## src/design/irq_pkg.sv

```systemverilog
// Package with register map, field positions, reset values and carrier types of the interrupt enable/flag unit.
// Overview of operation
// - Every flag sets on its event regardless of its enable or the global enable.
// - Global enable bit 7 lets unmasked sources interrupt; zero blocks all interrupts.
// - Peripheral-group enable bit 6 must be set for any peripheral source to interrupt.
// - Control bit 5 enables the timer 0 overflow interrupt.
// - Control bit 4 enables the external edge-pin interrupt.
// - Control bit 3 enables port change; per-pin change enables must also be set.
// - Control bit 2 sets on timer 0 rollover and stays until software clears it.
// - Control bit 1 sets on an edge-pin event and stays until software clears it.
// - Control bit 0 sets when any of six port pins whose per-pin change enable is set changes; software clears it.
// - Peripheral enables sit at bits 6,5,3,1,0; bits 7,4,2 read zero.
// - Reduced variant drops converter, capture/compare and timer 2 bits; they read zero.
// - Request bit 6 sets when a conversion completes.
// - Request bit 5 sets on capture or compare match, unused in PWM mode.
// - Request bit 3 sets whenever the comparator output changes; software clears it.
// - Request bit 1 sets when timer 2 matches its period; software clears it.
// - Request bit 0 sets when the timer 1 counter overflows; software clears it.
package irq_pkg;

  // ----------------------------------------------------------------------------
  // Register offsets
  // ----------------------------------------------------------------------------
  localparam logic [1:0] OFS_CONTROL  = 2'h0;
  localparam logic [1:0] OFS_PERIPH_EN = 2'h1;
  localparam logic [1:0] OFS_PERIPH_FL = 2'h2;

  // ----------------------------------------------------------------------------
  // Field positions
  // ----------------------------------------------------------------------------
  localparam int BIT_GLOBAL    = 7;
  localparam int BIT_PGROUP    = 6;
  localparam int BIT_T0_EN     = 5;
  localparam int BIT_EDGE_EN   = 4;
  localparam int BIT_PORT_EN   = 3;
  localparam int BIT_T0_FLAG   = 2;
  localparam int BIT_EDGE_FLAG = 1;
  localparam int BIT_PORT_FLAG = 0;
  localparam int BIT_CONV      = 6;
  localparam int BIT_CCP       = 5;
  localparam int BIT_CMP       = 3;
  localparam int BIT_T2        = 1;
  localparam int BIT_T1        = 0;

  // Implemented peripheral bits for the full and the reduced variant.
  localparam logic [7:0] PERIPH_MASK_FULL    = 8'h6b;
  localparam logic [7:0] PERIPH_MASK_REDUCED = 8'h09;
  localparam logic [7:0] RESET_VALUE         = 8'h00;
  localparam int         PORT_PINS           = 6;

  // ----------------------------------------------------------------------------
  // Carrier types
  // ----------------------------------------------------------------------------
  typedef enum logic [1:0] {
    CCP_OFF,
    CCP_CAPTURE,
    CCP_COMPARE,
    CCP_PWM
  } ccp_mode_t;

  typedef struct packed {
    logic      timer0_rollover;
    logic      edge_pin_event;
    logic      conv_done;
    logic      ccp_capture;
    logic      ccp_compare;
    ccp_mode_t ccp_mode;
    logic      comparator_out;
    logic      timer2_match;
    logic      timer1_overflow;
  } irq_events_t;

  typedef struct packed {
    logic [1:0] addr;
    logic [7:0] wdata;
    logic       wr;
    logic       rd;
  } reg_req_t;

endpackage : irq_pkg

```

## src/design/port_change_detect.sv

```systemverilog
// Port change detector: reports any enabled pin that differs from its last sampled level.
`timescale 1ns/10ps
module port_change_detect #(
  parameter int PINS = irq_pkg::PORT_PINS
) (
  // Clock and reset
  input  wire logic            clk,
  input  wire logic            sys_rst,
  // Pins and per-pin enables
  input  wire logic [PINS-1:0] port_pins,
  input  wire logic [PINS-1:0] per_pin_change_enables,
  // Result
  output logic                 change_pulse
);

  typedef struct packed {
    logic [PINS-1:0] last;
    logic            primed;
  } state_t;

  state_t state_r;
  state_t state_nxt;

  // The first sample after reset only primes the reference so reset itself is no change.
  always_comb begin
    state_nxt        = state_r;
    state_nxt.last   = port_pins;
    state_nxt.primed = 1'b1;
  end

  always_ff @(posedge clk) begin
    if (sys_rst) begin
      state_r <= '0;
    end else begin
      state_r <= state_nxt;
    end
  end

  assign change_pulse = state_r.primed & |((port_pins ^ state_r.last) & per_pin_change_enables);

endmodule : port_change_detect

```

## src/design/edge_sense.sv

```systemverilog
// Edge detector for a level input, giving a one-cycle pulse on each change to one (rise) and on each change either way (toggle).
`timescale 1ns/10ps
module edge_sense (
  // Clock and reset
  input  wire logic clk,
  input  wire logic sys_rst,
  // Level in, pulses out
  input  wire logic level,
  output logic      rise,
  output logic      toggle
);

  typedef struct packed {
    logic last;
    logic primed;
  } state_t;

  state_t state_r;
  state_t state_nxt;

  always_comb begin
    state_nxt        = state_r;
    state_nxt.last   = level;
    state_nxt.primed = 1'b1;
  end

  always_ff @(posedge clk) begin
    if (sys_rst) begin
      state_r <= '0;
    end else begin
      state_r <= state_nxt;
    end
  end

  assign rise   = state_r.primed & level & ~state_r.last;
  assign toggle = state_r.primed & (level ^ state_r.last);

endmodule : edge_sense

```

## src/design/irq_flag_unit.sv

```systemverilog
// Interrupt enable and flag unit: control, peripheral enable and peripheral request registers.
`timescale 1ns/10ps
module irq_flag_unit #(
  parameter bit REDUCED = 1'b0,
  parameter int PINS    = irq_pkg::PORT_PINS
) (
  // Clock and reset
  input  wire logic               clk,
  input  wire logic               sys_rst,
  // Register port
  input  wire irq_pkg::reg_req_t  req,
  output logic [7:0]              rdata,
  // Event sources
  input  wire irq_pkg::irq_events_t events,
  input  wire logic [PINS-1:0]    port_pins,
  input  wire logic [PINS-1:0]    per_pin_change_enables,
  // Core request
  output logic                    irq
);

  // ----------------------------------------------------------------------------
  // State
  // ----------------------------------------------------------------------------
  typedef struct packed {
    logic [7:0] ctrl;
    logic [7:0] pen;
    logic [7:0] pfl;
    logic [7:0] rdata;
  } state_t;

  state_t state_r;
  state_t state_nxt;

  logic       port_change;
  logic       cmp_change;
  logic [7:0] pmask;
  logic [7:0] core_set;
  logic [7:0] per_set;
  logic       core_pend;
  logic       per_pend;

  // Unimplemented bits read zero; the reduced variant keeps only comparator and timer 1.
  assign pmask = REDUCED ? irq_pkg::PERIPH_MASK_REDUCED : irq_pkg::PERIPH_MASK_FULL;

  port_change_detect #(
    .PINS(PINS)
  ) u_port (
    .clk                    (clk),
    .sys_rst                (sys_rst),
    .port_pins              (port_pins),
    .per_pin_change_enables (per_pin_change_enables),
    .change_pulse           (port_change)
  );

  edge_sense u_cmp (
    .clk     (clk),
    .sys_rst (sys_rst),
    .level   (events.comparator_out),
    .rise    (),
    .toggle  (cmp_change)
  );

  // ----------------------------------------------------------------------------
  // Set terms
  // ----------------------------------------------------------------------------
  // Set terms ignore every register enable but not the per-pin change enables, so software can poll flags with interrupts off.
  always_comb begin
    core_set = 8'h00;
    core_set[irq_pkg::BIT_T0_FLAG]   = events.timer0_rollover;
    core_set[irq_pkg::BIT_EDGE_FLAG] = events.edge_pin_event;
    core_set[irq_pkg::BIT_PORT_FLAG] = port_change;
    per_set = 8'h00;
    per_set[irq_pkg::BIT_CONV] = events.conv_done;
    per_set[irq_pkg::BIT_CCP]  = (events.ccp_mode == irq_pkg::CCP_CAPTURE && events.ccp_capture) ||
                                 (events.ccp_mode == irq_pkg::CCP_COMPARE && events.ccp_compare);
    per_set[irq_pkg::BIT_CMP]  = cmp_change;
    per_set[irq_pkg::BIT_T2]   = events.timer2_match;
    per_set[irq_pkg::BIT_T1]   = events.timer1_overflow;
    per_set = per_set & pmask;
  end

  // ----------------------------------------------------------------------------
  // Register update
  // ----------------------------------------------------------------------------
  // A hardware set in the same cycle as a software write wins, so no event is lost.
  always_comb begin
    state_nxt = state_r;
    if (req.wr) begin
      case (req.addr)
        irq_pkg::OFS_CONTROL: begin
          state_nxt.ctrl = req.wdata;
        end
        irq_pkg::OFS_PERIPH_EN: begin
          state_nxt.pen = req.wdata & pmask;
        end
        irq_pkg::OFS_PERIPH_FL: begin
          state_nxt.pfl = req.wdata & pmask;
        end
        default: begin
        end
      endcase
    end
    state_nxt.ctrl = state_nxt.ctrl | core_set;
    state_nxt.pfl  = state_nxt.pfl | per_set;
    state_nxt.rdata = 8'h00;
    if (req.rd) begin
      case (req.addr)
        irq_pkg::OFS_CONTROL: begin
          state_nxt.rdata = state_r.ctrl;
        end
        irq_pkg::OFS_PERIPH_EN: begin
          state_nxt.rdata = state_r.pen & pmask;
        end
        irq_pkg::OFS_PERIPH_FL: begin
          state_nxt.rdata = state_r.pfl & pmask;
        end
        default: begin
          state_nxt.rdata = 8'h00;
        end
      endcase
    end
  end

  always_ff @(posedge clk) begin
    if (sys_rst) begin
      state_r <= {4{irq_pkg::RESET_VALUE}};
    end else begin
      state_r <= state_nxt;
    end
  end

  // ----------------------------------------------------------------------------
  // Request to the core
  // ----------------------------------------------------------------------------
  assign core_pend = (state_r.ctrl[irq_pkg::BIT_T0_EN]   & state_r.ctrl[irq_pkg::BIT_T0_FLAG])   |
                     (state_r.ctrl[irq_pkg::BIT_EDGE_EN] & state_r.ctrl[irq_pkg::BIT_EDGE_FLAG]) |
                     (state_r.ctrl[irq_pkg::BIT_PORT_EN] & state_r.ctrl[irq_pkg::BIT_PORT_FLAG]);
  assign per_pend  = state_r.ctrl[irq_pkg::BIT_PGROUP] & |(state_r.pen & state_r.pfl & pmask);
  assign irq       = state_r.ctrl[irq_pkg::BIT_GLOBAL] & (core_pend | per_pend);
  assign rdata     = state_r.rdata;

  // ----------------------------------------------------------------------------
  // Assertions
  // ----------------------------------------------------------------------------
  property p_flag_sets_always;
    @(posedge clk) disable iff (sys_rst)
      events.timer0_rollover |=> state_r.ctrl[irq_pkg::BIT_T0_FLAG];
  endproperty
  a_flag_sets_always: assert property (p_flag_sets_always) else $error("Timer 0 flag missed its event.");

  property p_global_blocks;
    @(posedge clk) disable iff (sys_rst)
      !state_r.ctrl[irq_pkg::BIT_GLOBAL] |-> !irq;
  endproperty
  a_global_blocks: assert property (p_global_blocks) else $error("Request with global enable clear.");

  property p_group_blocks;
    @(posedge clk) disable iff (sys_rst)
      (!state_r.ctrl[irq_pkg::BIT_PGROUP] && (state_r.ctrl[5:3] & state_r.ctrl[2:0]) == 3'h0) |-> !irq;
  endproperty
  a_group_blocks: assert property (p_group_blocks) else $error("Peripheral request with group enable clear.");

  property p_t0_gate;
    @(posedge clk) disable iff (sys_rst)
      (state_r.ctrl == 8'ha4) |-> irq;
  endproperty
  a_t0_gate: assert property (p_t0_gate) else $error("Timer 0 interrupt not raised.");

  property p_edge_gate;
    @(posedge clk) disable iff (sys_rst)
      (state_r.ctrl[7:0] == 8'h82 && !per_pend) |-> !irq;
  endproperty
  a_edge_gate: assert property (p_edge_gate) else $error("Edge interrupt raised while disabled.");

  property p_flag_sticky;
    @(posedge clk) disable iff (sys_rst)
      (state_r.ctrl[irq_pkg::BIT_T0_FLAG] && !(req.wr && req.addr == irq_pkg::OFS_CONTROL)) |=>
        state_r.ctrl[irq_pkg::BIT_T0_FLAG];
  endproperty
  a_flag_sticky: assert property (p_flag_sticky) else $error("Timer 0 flag dropped without a write.");

  property p_edge_flag;
    @(posedge clk) disable iff (sys_rst)
      events.edge_pin_event |=> state_r.ctrl[irq_pkg::BIT_EDGE_FLAG];
  endproperty
  a_edge_flag: assert property (p_edge_flag) else $error("Edge flag missed its event.");

  property p_reserved_zero;
    @(posedge clk) disable iff (sys_rst)
      $past(req.rd) && $past(req.addr) != irq_pkg::OFS_CONTROL |-> (rdata & ~pmask) == 8'h00;
  endproperty
  a_reserved_zero: assert property (p_reserved_zero) else $error("Unimplemented bit read nonzero.");

  property p_cmp_flag;
    @(posedge clk) disable iff (sys_rst)
      cmp_change |=> state_r.pfl[irq_pkg::BIT_CMP];
  endproperty
  a_cmp_flag: assert property (p_cmp_flag) else $error("Comparator flag missed a change.");

  property p_t1_flag;
    @(posedge clk) disable iff (sys_rst)
      events.timer1_overflow |=> state_r.pfl[irq_pkg::BIT_T1] ##1
        (state_r.pfl[irq_pkg::BIT_T1] || $past(req.wr && req.addr == irq_pkg::OFS_PERIPH_FL));
  endproperty
  a_t1_flag: assert property (p_t1_flag) else $error("Timer 1 flag not held.");

  // Covers for the main scenarios: core and peripheral requests, set against clear, flag clears.
  c_irq_core: cover property (@(posedge clk) disable iff (sys_rst) !irq ##1 irq && core_pend);
  c_port_flag: cover property (@(posedge clk) disable iff (sys_rst) port_change);
  c_t1_clear: cover property (@(posedge clk) disable iff (sys_rst)
    state_r.pfl[irq_pkg::BIT_T1] ##1 !state_r.pfl[irq_pkg::BIT_T1]);
  c_irq_per: cover property (@(posedge clk) disable iff (sys_rst) !irq ##1 irq && per_pend);
  c_set_wins: cover property (@(posedge clk) disable iff (sys_rst) req.wr && |core_set);

endmodule : irq_flag_unit

```

## config.mk

```make
export PLATFORM = sky130hd
export DESIGN_NAME = irq_flag_unit
export DESIGN_NICKNAME = d
export VERILOG_FILES = /design/src/design/irq_pkg.sv /design/src/design/port_change_detect.sv /design/src/design/edge_sense.sv /design/src/design/irq_flag_unit.sv
export SDC_FILE = /design/constraint.sdc
export NUM_CORES = 1
export LEC_CHECK = 0
export ABC_AREA = 1
export BUFFER_PORTS_ARGS = -buffer_cell sky130_fd_sc_hd__buf_2
export CAP_MARGIN = 15
export CELL_PAD_IN_SITES_DETAIL_PLACEMENT = 1
export CELL_PAD_IN_SITES_GLOBAL_PLACEMENT = 2
export CORE_UTILIZATION = 24
export DETAILED_ROUTE_END_ITERATION = 8
export PLACE_DENSITY_LB_ADDON = 0.1
export SLEW_MARGIN = 20
export SYNTH_ARGS = -nofsm -noshare
export SYNTH_HDL_FRONTEND = slang
export SYNTH_SLANG_ARGS = --single-unit
```

## constraint.sdc

```tcl
create_clock -name clk -period 1.05 [get_ports clk]
set_input_delay 0.0525 -clock clk [delete_from_list [all_inputs] [get_ports clk]]
set_output_delay 0.0525 -clock clk [all_outputs]
set_load 0.03 [all_outputs]
```

==> flow_metrics.env, run 1 <==
export IMPL_cts_clk_slew_worst_paths_ns=0.07
export IMPL_slew_headroom=0.7898
export IMPL_mostFrequentLayoutCells="nand2_1, buf_2, inv_1"
export IMPL_fin_nets=314
export IMPL_synth_compound_area_frac=0.1340
export IMPL_place_gp_congestion=0.7042
export IMPL_slowest_stage="dfxtp_2"
export IMPL_run_status="complete, but fails checks"
export IMPL_synthAdderAreaFrac=0
export IMPL_start_util=0.2541
export IMPL_wl_per_cell_um=11.30
export IMPL_whs_ns=0.01195
export IMPL_io_pin_count=45
export IMPL_synth_xor_area_frac=0.005686
export IMPL_cts_tree="built"
export IMPL_coreArea_mm2=0.006061
export IMPL_setup_viol=1
export IMPL_die_h_um=82.11
export IMPL_cts_sinks=34
export IMPL_period_minus_slack_ns=1.312
export IMPL_worstMarginPinSlew_ns=0.3142
export IMPL_muxShareOfSynthArea=0
export IMPL_cts_root_buf="clkbuf_8"
export IMPL_path_buf_inv=2
export IMPL_grt_usage=0.1410
export IMPL_ant_nets=0
export IMPL_cts_buffer_depth=2
export IMPL_clock_fmax_ghz=0.7622
export IMPL_path_class="reg -> out"
export IMPL_drcViolationCount=0
export IMPL_synthToLayoutAreaGrowth_pct=32.98
export IMPL_grt_max_degree=13
export IMPL_htree_levels=2
export IMPL_ys_types=25
export IMPL_hold_viol_final=0
export IMPL_p_per_area_mw_per_mm2=1330
export IMPL_antenna_found_initial=0
export IMPL_grt_overflow=0
export IMPL_fin_ws_ns=-0.2621
export IMPL_n_fill_cell=779
export IMPL_synthesis_nets=254
export IMPL_ys_seq_area_frac=0.4419
export IMPL_min_path_cells=3
export IMPL_cts_buffers=5
export IMPL_reg2reg_from="u_port.state_r[6]$_SDFF_PP0_"
export IMPL_vias_per_cell=4.176
export IMPL_max_cap_violations=0
export IMPL_synth_simple_area_share=0.2648
export IMPL_startpoint="state_r[21]$_SDFFE_PP0P_"
export IMPL_hold_class="in -> reg"
export IMPL_slowest_delay_ns=0.34
export IMPL_grt_pass1_vias=1483
export IMPL_critPathTopFamily="compound AO/OA/AOI/OAI gates"
export IMPL_finalPower_w=0.002724
export IMPL_dp_hpwl_um=3215
export IMPL_drt_pass1_iter_count=4
export IMPL_worst_hold_startpoint="req[6]"
export IMPL_cp_max_fo=2
export IMPL_required_ns=1.00
export IMPL_finClkSkew_ns=0.004500
export IMPL_postSynthCellCount=218
export IMPL_drive_gt1_frac=0.3022
export IMPL_rows=28
export IMPL_netlist_area_mm2=0.001540
export IMPL_worstPathCellList="inv_2 -> o211ai_1 -> o21ai_2 -> a21oi_2 -> buf_6"
export IMPL_ys_warnings_count=0
export IMPL_grt_pass1_wl_um=7003
export IMPL_clk_latency_ns=0.28
export IMPL_final_cell_count_no_fill=353
export IMPL_synth_area_per_cell_um2=7.065
export IMPL_dp_slack_ns=-0.08188
export IMPL_synth_top_family_by_area="simple AND/OR/NAND/NOR gates"
export IMPL_reg2reg_depth=7
export IMPL_routed_wirelength_um=3988
export IMPL_dp_cells=340
export IMPL_start_kind="flop"
export IMPL_fin_crit_sh=1.250
export IMPL_port_buffers=44
export IMPL_p_leak_nw=1.075
export IMPL_drv_slew=0
export IMPL_setup_tns_ns=-0.2621
export IMPL_first_iter_violations=41
export IMPL_vias=1474
export IMPL_violations="setup timing"
export IMPL_ys_seq_elements=34
export IMPL_rsz0062_at_grt="yes"
export IMPL_arrival_ns=1.26
export IMPL_path_depth=5
export IMPL_die_x_um=82.11
export IMPL_die_area_mm2=0.006742
export IMPL_final_common_cell="nand2_1"
export IMPL_critPathCaptureType="output pin"
export IMPL_num_antenna_cells=0
export IMPL_ir_drop_v=0.0005744
==> Yosys cell counts <==
cell type / count / area share
a21oi_1: 12 / 0.039
a21oi_2: 1 / 0.0057
buf_4: 8 / 0.039
buf_6: 1 / 0.0073
clkbuf_1: 2 / 0.0049
dfxtp_1: 34 / 0.44
inv_1: 37 / 0.090
inv_2: 5 / 0.012
nand2_1: 56 / 0.14
nand2_2: 3 / 0.012
nand2_4: 1 / 0.0073
nand3_1: 11 / 0.036
nand3b_1: 1 / 0.0049
nor2_1: 17 / 0.041
nor2_4: 2 / 0.015
nor4_1: 1 / 0.0041
o211ai_1: 4 / 0.019
o21ai_0: 2 / 0.0065
o21ai_1: 14 / 0.045
o21ai_2: 1 / 0.0057
o22ai_1: 1 / 0.0041
o31ai_2: 1 / 0.0081
or2_1: 1 / 0.0041
or2_2: 1 / 0.0041
xor2_1: 1 / 0.0057
==> worst reg2reg max path, cell delays in order (launching register included) <==
cell     delay, ns
dfxtp_2       0.32
or2_4         0.24
nand3_2       0.05
nand2_1       0.05
inv_1         0.05
nand2_1       0.04
nand2_1       0.06
a21oi_2       0.04
==> final timing paths <==
path / endpoint / slack, ns
setup reg to reg: state_r[24]$_SDFF_PP0_ / 0.09
setup / recovery: irq / -0.26
hold / removal: state_r[28]$_SDFFE_PP0P_ / 0.01
hold reg to reg: rdata[4]$_SDFF_PP0_ / 0.46
==> metal layers <==
layer / GRT usage / up-vias / routed length (um) / share of wire
met4: 0.04737 / 0 / 33 / 0.0083
met2: 0.2298 / 32 / 1820 / 0.46
li1: - / 779 / - / -
met5: 0 / - / 0 / 0
met1: 0.1790 / 659 / 1977 / 0.50
met3: 0.03736 / 4 / 156 / 0.039
==> cell families after synthesis <==
| kind of cell | after synthesis |
|---|---|
| flip-flops | 34 |
| XOR/XNOR | 1 |
| buffers and inverters | 53 |
| AO/OA/AOI/OAI | 36 |
| AND/OR/NAND/NOR | 94 |
==> area by class of cell <==
class / instances / area (um2) / share of cell area
flip-flops and latches: 34 / 683.2 / 0.3335
multi-input cells: 131 / 638.1 / 0.3115
repair buffers: 64 / 399.1 / 0.1949
inverters: 42 / 157.7 / 0.07697
well taps: 75 / 93.84 / 0.04582
clock buffers: 7 / 76.32 / 0.03726
==> registers in the layout (all words and copies together) (netlist names) <==
signal	flops
rdata	8
state_r	18
u_port.state_r	6
u_cmp.state_r	2
==> power by group <==
| part | internal, W | total [W] | switching (W) |
|---|---|---|---|
| combinational | 0.000198 | 0.000429 | 0.000230 |
| sequential | 0.00136 | 0.00139 | 0.0000351 |
| clock | 0.000456 | 0.000903 | 0.000447 |
==> per-stage QoR <==
| step | instance area [um2] | utilization |
|---|---|---|
| after floorplan | 1544 | - |
| after global placement | 1884 | 0.3109 |
| after detailed placement | 1884 | 0.3109 |
| after CTS | 2038 | 0.3363 |
| after global routing | 2048 | 0.3379 |
| final | 2048 | 0.3379 |
==> repair_timing <==
action / 4_1_cts / 5_1_grt
pin swaps: 1 / 2
gates resized for setup: 5 / 6
setup buffers: 0 / 0
hold buffers: 7 / 0
endpoints found under the hold margin: 7 / 0
endpoints found under the setup margin: 1 / 2
No activity file was read; power rests on OpenSTA's default activity.
==> run 2, diff against run 1 <==
--- a/constraint.sdc
+++ b/constraint.sdc
@@ -3,2 +3,2 @@
 set_output_delay 0.0525 -clock clk [all_outputs]
-set_load 0.03 [all_outputs]
+set_load 0.1 [all_outputs]
==> run 2 against run 1 <==
Compared with the run above:
- the flow still finishes with violations (setup timing)
- clock skew grew 0.00061 ns
- cell count grew 2.8%
- sequential power is essentially flat
- maximum frequency shrank 1.8%
- sequential share of layout area shrank 3.6 points
- first-iteration DRC count grew 56%
- worst setup slack lost 0.025 ns
- power grew 12%
- hold slack gained 0.0063 ns
- design area grew 13%
- critical path type unchanged
- largest power group unchanged
==> flow_metrics.env, run 2 (same netlist as run 1, synthesis figures left out) <==
export IMPL_final_common_cell="nand2_1"
export IMPL_num_antenna_cells=0
export IMPL_start_kind="flop"
export IMPL_port_buffers=44
export IMPL_grt_use_met3=0.04066
export IMPL_rows=28
export IMPL_hold_class="in -> reg"
export IMPL_cts_tree="built"
export IMPL_htree_levels=2
export IMPL_dp_slack_ns=-0.1104
export IMPL_die_h_um=82.11
export IMPL_cp_max_fo=2
export IMPL_drv_slew=0
export IMPL_finClkSkew_ns=0.005108
export IMPL_min_path_cells=3
export IMPL_met1_usage=0.1698
export IMPL_grt_use_met2=0.2438
export IMPL_wl_per_cell_um=11.29
export IMPL_clk_latency_ns=0.29
export IMPL_period_minus_slack_ns=1.337
export IMPL_r2r_end="rdata[0]$_SDFF_PP0_"
export IMPL_start_util=0.2541
export IMPL_io_pin_count=45
export IMPL_cts_root_buf="clkbuf_8"
export IMPL_cts_sinks=34
export IMPL_worstMarginPinSlew_ns=0.3298
export IMPL_setup_viol=1
export IMPL_max_cap_violations=0
export IMPL_die_area_mm2=0.006742
export IMPL_worstPathCellList="inv_2 -> o22ai_2 -> o21ai_2 -> a21oi_4 -> buf_12"
export IMPL_fin_ws_ns=-0.2867
export IMPL_ir_drop_v=0.0004867
export IMPL_grt_pass1_vias=1487
export IMPL_coreArea_mm2=0.006061
export IMPL_p_per_area_mw_per_mm2=1318
export IMPL_drive_gt1_frac=0.3438
export IMPL_vias_per_cell=4.168
export IMPL_cts_clk_slew_worst_paths_ns=0.07
export IMPL_grt_busiest_layer="met2"
export IMPL_vias=1513
export IMPL_slowest_delay_ns=0.33
export IMPL_slowest_stage="dfxtp_2"
export IMPL_cts_buffer_depth=2
export IMPL_routed_wirelength_um=4098
export IMPL_largest_register_ffs=18
export IMPL_setup_tns_ns=-0.2867
export IMPL_grt_overflow=0
export IMPL_startpoint="state_r[8]$_SDFF_PP0_"
export IMPL_n_fill_cell=761
export IMPL_synthToLayoutAreaGrowth_pct=50.04
export IMPL_arrival_ns=1.28
export IMPL_place_gp_congestion=0.7211
export IMPL_ant_nets=0
export IMPL_antenna_found_initial=0
export IMPL_reg2reg_from="state_r[8]$_SDFF_PP0_"
export IMPL_mostFrequentLayoutCells="nand2_1, inv_1, buf_2"
export IMPL_die_x_um=82.11
export IMPL_hold_viol_final=0
export IMPL_grt_pass1_wl_um=6948
export IMPL_p_leak_nw=1.161
export IMPL_critPathCaptureType="output pin"
export IMPL_violations="setup timing"
export IMPL_first_iter_violations=64
export IMPL_crit_end="irq"
export IMPL_fin_crit_sh=1.273
export IMPL_top_register="state_r"
export IMPL_required_ns=1.00
export IMPL_dp_hpwl_um=3249
export IMPL_path_class="reg -> out"
export IMPL_drt_pass1_iter_count=4
export IMPL_grt_max_degree=17
export IMPL_cts_buffers=5
export IMPL_grt_usage=0.1431
export IMPL_run_status="complete, but fails checks"
export IMPL_fin_nets=323
export IMPL_rsz0062_at_grt="yes"
export IMPL_slew_headroom=0.7796
export IMPL_rrSetupSlack_ns=0.10
export IMPL_reg2reg_depth=6
export IMPL_drcViolationCount=0
export IMPL_clock_fmax_ghz=0.7481
-- run 2: how the worst min path moves through the flow --
stage	slack [ns]	to	startpoint
after floorplan	0.13	rdata[7]$_SDFF_PP0_	req[11]
after global placement	0.26	state_r[9]$_SDFF_PP0_	events[1]
after detailed placement	0.26	state_r[9]$_SDFF_PP0_	events[1]
after CTS	0.02	state_r[28]$_SDFFE_PP0P_	req[6]
after global routing	0.04	state_r[28]$_SDFFE_PP0P_	req[6]
final	0.02	state_r[28]$_SDFFE_PP0P_	req[6]
-- run 2: repair_timing --
action / in CTS / in global routing
gates resized for setup: 6 / 9
setup endpoints to repair: 1 / 2
setup buffers: 1 / 0
pin swaps: 4 / 3
cloned: 0 / 0
hold endpoints to repair: 11 / 0
hold buffers: 11 / 0
-- run 2: per-stage QoR --
step                      hold WS, ns  power [W]  cell area (um2)  instances    util
final                         0.01822   0.003046             2311        363  0.3813
after floorplan                0.1306   0.001674             1551        218       -
after global routing          0.03733   0.003223             2311        363  0.3813
after global placement         0.2623   0.001902             2057        344  0.3394
after CTS                     0.01567   0.003097             2298        364  0.3792
after detailed placement       0.2621   0.001904             2057        344  0.3394
-- run 2: cell type report --
cell class	instances	area, um2	area share
well taps	75	93.84	0.04061
repair buffers	73	605.6	0.2620
clock buffers	8	110.1	0.04764
multi-input cells	131	656.9	0.2842
flip-flops and latches	34	686.9	0.2972
inverters	42	157.7	0.06822
-- run 2: metal layers --
layer | vias up | wire length (um)
li1 | 801 | -
met1 | 674 | 1878
met2 | 31 | 1993
met3 | 7 | 166
met4 | 0 | 59
met5 | - | 0
-- run 2: worst max-delay path, delay by kind of cell (launching register included) --
family                 cells  cell delay, ns
AOI/OAI and AO/OA          3            0.43
DFF                        1            0.33
buffers and inverters      2            0.23
-- run 2: power by group --
part / internal, W / switching [W]
logic: 0.000243 / 0.000275
registers: 0.00136 / 0.0000357
clock network: 0.000662 / 0.000471
total: 0.00226 / 0.000782
